==> src/hw/frit_pkg.sv <==
// Package with register indices, timing constants and carrier types of the timer block.
package frit_pkg;

  // Register indices; the byte address on the bus is four times the index.
  localparam logic [7:0] FREE_LOW_IDX = 8'h20;
  localparam logic [7:0] FREE_HIGH_IDX = 8'h21;
  localparam logic [7:0] INTERVAL_LOW_IDX = 8'h26;
  localparam logic [7:0] INTERVAL_HIGH_IDX = 8'h27;
  localparam logic [7:0] RELOAD_LOW_IDX = 8'h28;
  localparam logic [7:0] RELOAD_HIGH_IDX = 8'h29;
  localparam int unsigned REG_INDEX_SHIFT = 2;

  localparam logic [7:0] REG_RESET = 8'h00;
  localparam logic [15:0] FREE_RESET = 16'h0000;
  localparam logic [11:0] INTERVAL_RESET = 12'h000;
  localparam logic [3:0] NIBBLE_RESET = 4'h0;
  localparam logic [31:0] HRDATA_RESET = 32'h0000_0000;

  localparam int unsigned FREE_WIDTH = 16;
  localparam int unsigned INTERVAL_WIDTH = 12;

  // Core clock and timer time base.
  localparam int unsigned CORE_CLK_KHZ = 100000;
  localparam int unsigned TIMER_CLK_KHZ = 4000;
  localparam int unsigned TIMER_DIV = CORE_CLK_KHZ / TIMER_CLK_KHZ;

  // Periodic tick interval in microseconds and its length in timer counts.
  localparam int unsigned TICK_PERIOD_US = 1024;
  localparam int unsigned TICK_COUNTS = TICK_PERIOD_US * TIMER_CLK_KHZ / 1000;
  localparam int unsigned TICK_BITS = $clog2(TICK_COUNTS);

  // Counter wrap period in milliseconds and its length in timer counts.
  localparam real WRAP_PERIOD_MS = 16.384;
  localparam int unsigned WRAP_COUNTS = int'(WRAP_PERIOD_MS * TIMER_CLK_KHZ);

  typedef struct packed {
    logic tick;
    logic wrap;
    logic interval;
  } frit_irq_t;

  typedef struct packed {
    logic valid;
    logic write;
    logic [7:0] index;
  } frit_dphase_t;

endpackage

==> src/hw/frit_prescaler.sv <==
// Divider that turns the core clock into the one-cycle timer count enable.
`timescale 1ns/1ns
module frit_prescaler #(
  parameter int unsigned DIV = frit_pkg::TIMER_DIV
) (
  input wire logic core_clk,
  input wire logic resetn,
  output logic timer_en
);
  import frit_pkg::*;

  localparam int unsigned CW = (DIV > 1) ? $clog2(DIV) : 1;
  localparam logic [CW-1:0] LAST = CW'(DIV - 1);
  localparam logic [CW-1:0] ZERO = '0;
  localparam logic [CW-1:0] ONE = CW'(1);

  logic [CW-1:0] count;
  wire at_last = (count == LAST);

  always_ff @(posedge core_clk or negedge resetn)
  begin
    if (!resetn)
    begin
      count <= ZERO;
      timer_en <= 1'b0;
    end
    else
    begin
      count <= at_last ? ZERO : count + ONE;
      timer_en <= at_last;
    end
  end
endmodule // frit_prescaler

==> src/hw/frit_timer_top.sv <==
// Free-running 16-bit counter and 12-bit interval timer behind an AHB-Lite register slave.
//
// The implementer's own choice: the AHB-Lite register port.
`timescale 1ns/1ns
module frit_timer_top #(
  parameter int unsigned DIV = frit_pkg::TIMER_DIV
) (
  input wire logic core_clk,
  input wire logic resetn,
  input wire logic hsel,
  input wire logic [31:0] haddr,
  input wire logic [1:0] htrans,
  input wire logic hwrite,
  input wire logic [2:0] hsize,
  input wire logic [31:0] hwdata,
  input wire logic hready,
  output logic hreadyout,
  output logic hresp,
  output logic [31:0] hrdata,
  output frit_pkg::frit_irq_t irq
);
  import frit_pkg::*;

  logic timer_en;
  logic [15:0] free_count;
  logic [7:0] free_low_buf;
  logic [7:0] free_hold;
  logic [11:0] interval_count;
  logic [3:0] interval_hold;
  logic [7:0] reload_low;
  logic [3:0] reload_high;
  frit_dphase_t dphase;

  // The timer time base is an enable from the core clock, so no register crosses domains.
  frit_prescaler #(
    .DIV(DIV)
  ) u_prescaler (
    .core_clk(core_clk),
    .resetn(resetn),
    .timer_en(timer_en)
  );

  // Address phase decode.
  wire [7:0] ap_index = haddr[7 + REG_INDEX_SHIFT:REG_INDEX_SHIFT];
  wire ap_aligned = (haddr[31:8 + REG_INDEX_SHIFT] == '0) && (haddr[REG_INDEX_SHIFT-1:0] == '0);
  wire ap_accept = hsel && hready && htrans[1];
  wire ap_read = ap_accept && !hwrite;
  wire rd_free_low = ap_read && ap_aligned && (ap_index == FREE_LOW_IDX);
  wire rd_interval_low = ap_read && ap_aligned && (ap_index == INTERVAL_LOW_IDX);

  // Data phase write strobes.
  wire dp_write = dphase.valid && dphase.write;
  wire wr_free_low = dp_write && (dphase.index == FREE_LOW_IDX);
  wire wr_free_high = dp_write && (dphase.index == FREE_HIGH_IDX);
  wire wr_reload_low = dp_write && (dphase.index == RELOAD_LOW_IDX);
  wire wr_reload_high = dp_write && (dphase.index == RELOAD_HIGH_IDX);

  // Read data selection; unmapped and reserved bits read as zero.
  wire [7:0] rd_byte =
    !ap_aligned ? REG_RESET :
    (ap_index == FREE_LOW_IDX) ? free_count[7:0] :
    (ap_index == FREE_HIGH_IDX) ? free_hold :
    (ap_index == INTERVAL_LOW_IDX) ? interval_count[7:0] :
    (ap_index == INTERVAL_HIGH_IDX) ? {4'h0, interval_hold} :
    (ap_index == RELOAD_LOW_IDX) ? reload_low :
    (ap_index == RELOAD_HIGH_IDX) ? {4'h0, reload_high} :
    REG_RESET;

  // Counter and interval events.
  wire [15:0] next_free = free_count + 16'h0001;
  wire tick_hit = timer_en && !wr_free_high && (free_count[TICK_BITS-1:0] == '1);
  wire wrap_hit = timer_en && !wr_free_high && (free_count == '1);
  wire interval_zero = (interval_count == INTERVAL_RESET);
  wire [11:0] reload_value = {reload_high, reload_low};

  assign hreadyout = 1'b1;
  assign hresp = 1'b0;

  always_ff @(posedge core_clk or negedge resetn)
  begin
    if (!resetn)
    begin
      dphase <= '0;
      hrdata <= HRDATA_RESET;
    end
    else
    begin
      if (hready)
      begin
        dphase.valid <= ap_accept && ap_aligned;
        dphase.write <= hwrite;
        dphase.index <= ap_index;
      end
      if (ap_read)
      begin
        hrdata <= {24'h00_0000, rd_byte};
      end
    end
  end

  always_ff @(posedge core_clk or negedge resetn)
  begin
    if (!resetn)
    begin
      free_count <= FREE_RESET;
      free_low_buf <= REG_RESET;
      free_hold <= REG_RESET;
    end
    else
    begin
      if (wr_free_high)
      begin
        free_count <= {hwdata[7:0], free_low_buf};
      end
      else if (timer_en)
      begin
        free_count <= next_free;
      end
      if (wr_free_low)
      begin
        free_low_buf <= hwdata[7:0];
      end
      if (rd_free_low)
      begin
        free_hold <= free_count[15:8];
      end
    end
  end

  always_ff @(posedge core_clk or negedge resetn)
  begin
    if (!resetn)
    begin
      interval_count <= INTERVAL_RESET;
      interval_hold <= NIBBLE_RESET;
      reload_low <= REG_RESET;
      reload_high <= NIBBLE_RESET;
    end
    else
    begin
      if (timer_en)
      begin
        interval_count <= interval_zero ? reload_value : interval_count - 12'h001;
      end
      if (rd_interval_low)
      begin
        interval_hold <= interval_count[11:8];
      end
      if (wr_reload_low)
      begin
        reload_low <= hwdata[7:0];
      end
      if (wr_reload_high)
      begin
        reload_high <= hwdata[3:0];
      end
    end
  end

  always_ff @(posedge core_clk or negedge resetn)
  begin
    if (!resetn)
    begin
      irq <= '0;
    end
    else
    begin
      irq.tick <= tick_hit;
      irq.wrap <= wrap_hit;
      irq.interval <= timer_en && interval_zero;
    end
  end
endmodule // frit_timer_top

==> config.mk <==
export PLATFORM = sky130hd
export DESIGN_NAME = frit_timer_top
export DESIGN_NICKNAME = d
export VERILOG_FILES = /design/src/hw/frit_pkg.sv /design/src/hw/frit_prescaler.sv /design/src/hw/frit_timer_top.sv
export SDC_FILE = /design/constraint.sdc
export NUM_CORES = 1
export LEC_CHECK = 0
export BUFFER_PORTS_ARGS = -buffer_cell sky130_fd_sc_hd__buf_2
export CAP_MARGIN = 15
export CORE_ASPECT_RATIO = 0.6
export CORE_MARGIN = 1
export CORE_UTILIZATION = 50
export DETAILED_ROUTE_END_ITERATION = 7
export PLACE_DENSITY = 0.76
export SYNTH_ARGS = -nofsm -noshare
export SYNTH_HDL_FRONTEND = slang
export SYNTH_SLANG_ARGS = --single-unit
==> constraint.sdc <==
create_clock -name core_clk -period 2.25 [get_ports core_clk]
set_input_delay 0 -clock core_clk [delete_from_list [all_inputs] [get_ports core_clk]]
set_output_delay 0 -clock core_clk [all_outputs]
set_load 0.01 [all_outputs]
# Word-level counts from Yosys, hierarchy flattened
# Cells that the tools add are included.
# classes
addsub,3
n_eq_ne,13
n_mux,11
reduce_logical,23
# ops
op,n
$eq 8x6->1 const B,10
$mux 8,6
$mux 16,2
$logic_not 22->1,1
$logic_and 1x1->1,17
$add 16x1->16 const B,1
$eq 16x16->1 const B,1
$eq 12x12->1 const B,1
$logic_not 12->1,1
$mux 12,1
$sub 12x1->12 const B,1
$add 5x1->5 const B,1
$eq 5x5->1 const B,1
$mux 5,1
$mux 4,1
$logic_not 1->1,2
$logic_not 2->1,1
$reduce_bool 2->1,1
# totals
reg_bits,87
out_inout_bits,37
elab_cells,66

# Logic depth before layout (Yosys ltp)
# logic_depth
word_depth,8
ltp_mapped,8
mapped_depth_nobuf,7

# Hierarchy
# From an unflattened synthesis, not the netlist that was laid out.
# hier_totals
hier_cells,435
area_unflattened_um2,4559.4
# modules_own_cells
mod,n_inst,cells_per_inst,area_each_um2,seq_area_each_um2
frit_timer_top,1,410,4267.8,2026.9
frit_prescaler,1,25,291.5,150.1

# Least setup slack after synthesis
# No wires, ideal clock.
# synth_path
path_kind,register to register
start,register dphase[4] in the netlist's numbering
end,register reload_low[0]
setup_ns,0.125
arrival_ns,1.732
required_ns,2.125
setup_slack_ns,0.393
stages_incl_launch_ff,5
cell_sequence,dfrtp_1 -> or4b_4 -> nor4_4 -> nand3b_2 -> mux2_2
# synth_between
elab_chain_cells,2
# synth_lines
item,line_no,text
from (decl),frit_timer_top.sv:32,frit_dphase_t dphase;
$eq 8x6->1,frit_timer_top.sv:55,wire wr_reload_low = dp_write && (dphase.index == RELOAD_LOW_IDX);
$logic_and 1x1->1,frit_timer_top.sv:55,
to (signal assigned),frit_timer_top.sv:151,reload_low <= hwdata[7:0];
to (decl),frit_timer_top.sv:30,logic [7:0] reload_low;
# Every way passes these cells.
# A chain may end at the register's enable or synchronous reset.

# Worst setup path in the final report
# Same ends and word-level chain as after synthesis.

==> metrics.csv <==
stage;metric;value;unit
synthesis;cell taking the most area after synthesis;dfrtp_1;
floorplanning;Die Y;75.41;um
route;vias per inst;5.752;
grt;first-pass GRT wire length;17150;um
synthesis;Mapped Area;0.004491;mm2
cells_and_area;antenna cells;0;
synthesis;Top FF cell, synth;dfrtp_1;
clock_tree;Inserted Clock Buffers;9;
timing;pins over their slew limit;0;
timing;Final setup viols;0;
route;Post-route DRC;0;
setup_path;Startpoint Class;flip-flop;
grt;total track usage;0.2416;
floorplanning;cell row count;26;
run;Max Cap Viol;0;
setup_path;Max FO, Critical Path;8;
clock_tree;clk sink count;87;
place;gpl congestion;0.8554;
grt;initial antenna violation count;0;
clock_tree;clock transition at the registers of the reported paths;0.05;ns
hold_path;Min-Delay Path Class;primary input to flip-flop;
route;number of detailed-route iterations in the first pass;5;
power;PwrDens;610.0;mW/mm2
grt;largest net degree at the start of global routing;64;
clock_tree;Worst-Skew Late Latency;0.34;ns
cells_and_area;area grow syn2layout;18.42;%
timing;RSZ-0062 raised after global routing;no;
clock_tree;Max clock buf depth;2;
timing;final hold vios;0;
place;I/O Buffers;56;
synthesis;Synth Area per Inst;10.47;um2
clock_tree;CTS tree;built;
timing;Slew headroom;0.4676;
power;Peak VDD IR;0.4776;mV
route;Vias;3612;
place;DPL Wire Length;7818;um
synthesis;post-synth top area share;0.4848;
synthesis;EDFF count, synth;0;
setup_path;CP endpoint kind;flip-flop;
route;total wire length;10510;um
power;Leak;0.002429;uW
floorplanning;die extent in x;124.3;um
setup_path;Arr. time, crit path;2.33;ns
timing;post-layout min period;2.112;ns
timing;Final Cycle Share;0.9385;
setup_path;CP Class;flip-flop to flip-flop;
power;Power Total;3244;uW
synthesis;Seq/Total Area, Yosys;0.4848;
floorplanning;DIE AREA;0.009376;mm2
route;Post-DRT Antenna Nets;0;
timing;setup TNS;0;ns
route;Wirelength per Cell;16.74;um
cells_and_area;Fillers;695;
clock_tree;depth of the CTS H-tree;3;
floorplanning;core area;0.008621;mm2
status;status;finished clean;
cells_and_area;layout net count;593;
clock_tree;Root Buffer Master;clkbuf_16;
synthesis;Post-Synthesis Cells;429;
synthesis;top post-synthesis cells by area;dfrtp_1, mux2_2, buf_4, nor2_1, mux2i_1;
cells_and_area;utilization after layout;0.6168;
floorplanning;Initial Utilization;0.5209;
grt;grt ovf;0;
timing;Slew @ Worst Pin;0.7785;ns
setup_path;Worst EP required;2.47;ns
synthesis;Post-synth top cells;dfrtp_1, mux2_2, nor2_1, nand2_1, buf_4;
synthesis;Unique masters post-synth;53;
synthesis;Synth Register Bits;87;
route;DR iter-0 viols;300;
synthesis;Async SR Flop Fraction;1.000;
timing;clk_skew;0.004757;ns
grt;number of global-route vias before repair;3404;
floorplanning;io pins;111;
synthesis;Yosys Warn Count;0;
cells_and_area;share of layout cells above drive strength 1;0.2636;
timing;FMAX;473.6;MHz
synthesis;most frequent cell after synthesis;dfrtp_1;
-- worst max-delay path: stages, from the launching register on --
cell and delay, ns:
dfrtp_1 0.38, or4b_4 0.55, nor4_4 0.37, nand3b_2 0.32
mux2_2 0.37
-- path summary, 6_finish.rpt --
kind	from	end	slack, ns	depth (start not counted)
worst max-delay path	dphase[4]	reload_low[0]	0.14	4
worst min-delay path	hready	dphase[9]	0.06	2
worst max register to register	dphase[4]	reload_low[0]	0.14	4
worst min register to register	hrdata[6]	hrdata[6]	0.47	2
max in group asynchronous	resetn	free_count[4]	1.51	3
min in group asynchronous	resetn	hrdata[1]	0.11	2
-- what timing repair did --
action | in CTS | in global routing
resized for setup | 0 | 1
endpoints found under the setup margin | 0 | 7
setup buffers | 0 | 0
endpoints found under the hold margin | 123 | 0
hold buffers | 18 | 0
-- cells by family (layout without fill, tap and decap cells) --
family / after synthesis / in the layout / synth area share
other cells: 2 / 26 / 0.001672
mux: 55 / 55 / 0.1343
fa+ha+maj: 5 / 5 / 0.01393
flops: 87 / 87 / 0.4848
simple gates: 130 / 130 / 0.1552
xor+xnor: 17 / 17 / 0.03316
buf+inv: 55 / 118 / 0.06910
compound gates: 78 / 78 / 0.1078
-- cell type report --
type | instances | area [um2] | area share
flip-flops and latches | 87 | 2177 | 0.4094
multi-input cells | 311 | 2100 | 0.3948
repair buffers | 89 | 588.1 | 0.1106
clock buffers | 11 | 242.7 | 0.04565
well taps | 112 | 140.1 | 0.02635
inverters | 16 | 60.06 | 0.01129
clock inverters | 2 | 10.01 | 0.001882
-- power by group --
group          total, uW  internal (uW)  switching (uW)
clock network       1290            754             538
logic                275            127             148
registers           1680           1620            56.5
total               3240           2500             742
-- cell usage in the layout (no fill, tap or decap), types with 5 or more instances in the layout --
cell type and instances:
mux2i_1 13, xnor2_1 8, nor3_1 5, inv_1 16, clkbuf_16 9, dfrtp_1 87, nor4_1 9, a32oi_1 5
mux2_2 42, nand2_1 29, ha_1 5, dlygate4sd3_1 18, buf_2 55, xor2_1 9, nand4_1 7, o21ai_0 22
a21oi_1 25, buf_4 15, conb_1 26, nand3_1 17, nor2_1 38
-- metrics by stage --
step | cell area, um2 | worst slack, ns | hold slack [ns] | std cells
after floorplan | 4581 | 0.3932 | -0.2956 | 453
after global placement | 4878 | 0.2065 | -0.07807 | 597
after detailed placement | 4878 | 0.1224 | -0.07766 | 597
after CTS | 5311 | 0.09676 | 0.06350 | 628
after global routing | 5318 | 0.04027 | 0.07800 | 628
final | 5318 | 0.1384 | 0.06344 | 628
-- layer usage --
metal | vias up | track usage | part of all wire | routed length (um)
met5 | - | 0 | 0 | 0
met4 | 0 | 0.08835 | 0.015 | 157
met3 | 23 | 0.07374 | 0.10 | 1066
met2 | 196 | 0.3653 | 0.43 | 4479
met1 | 1738 | 0.3332 | 0.46 | 4806
li1 | 1655 | - | - | -
-- sequential cells by signal (all words and copies together) (netlist names), 3 cells and up --
register and count:
free_count 16, interval_count 12, dphase 10, free_hold 8
free_low_buf 8, hrdata 8, reload_low 8, u_prescaler.count 5
interval_hold 4, reload_high 4, irq 3
Power figures use the tool's default switching activity.
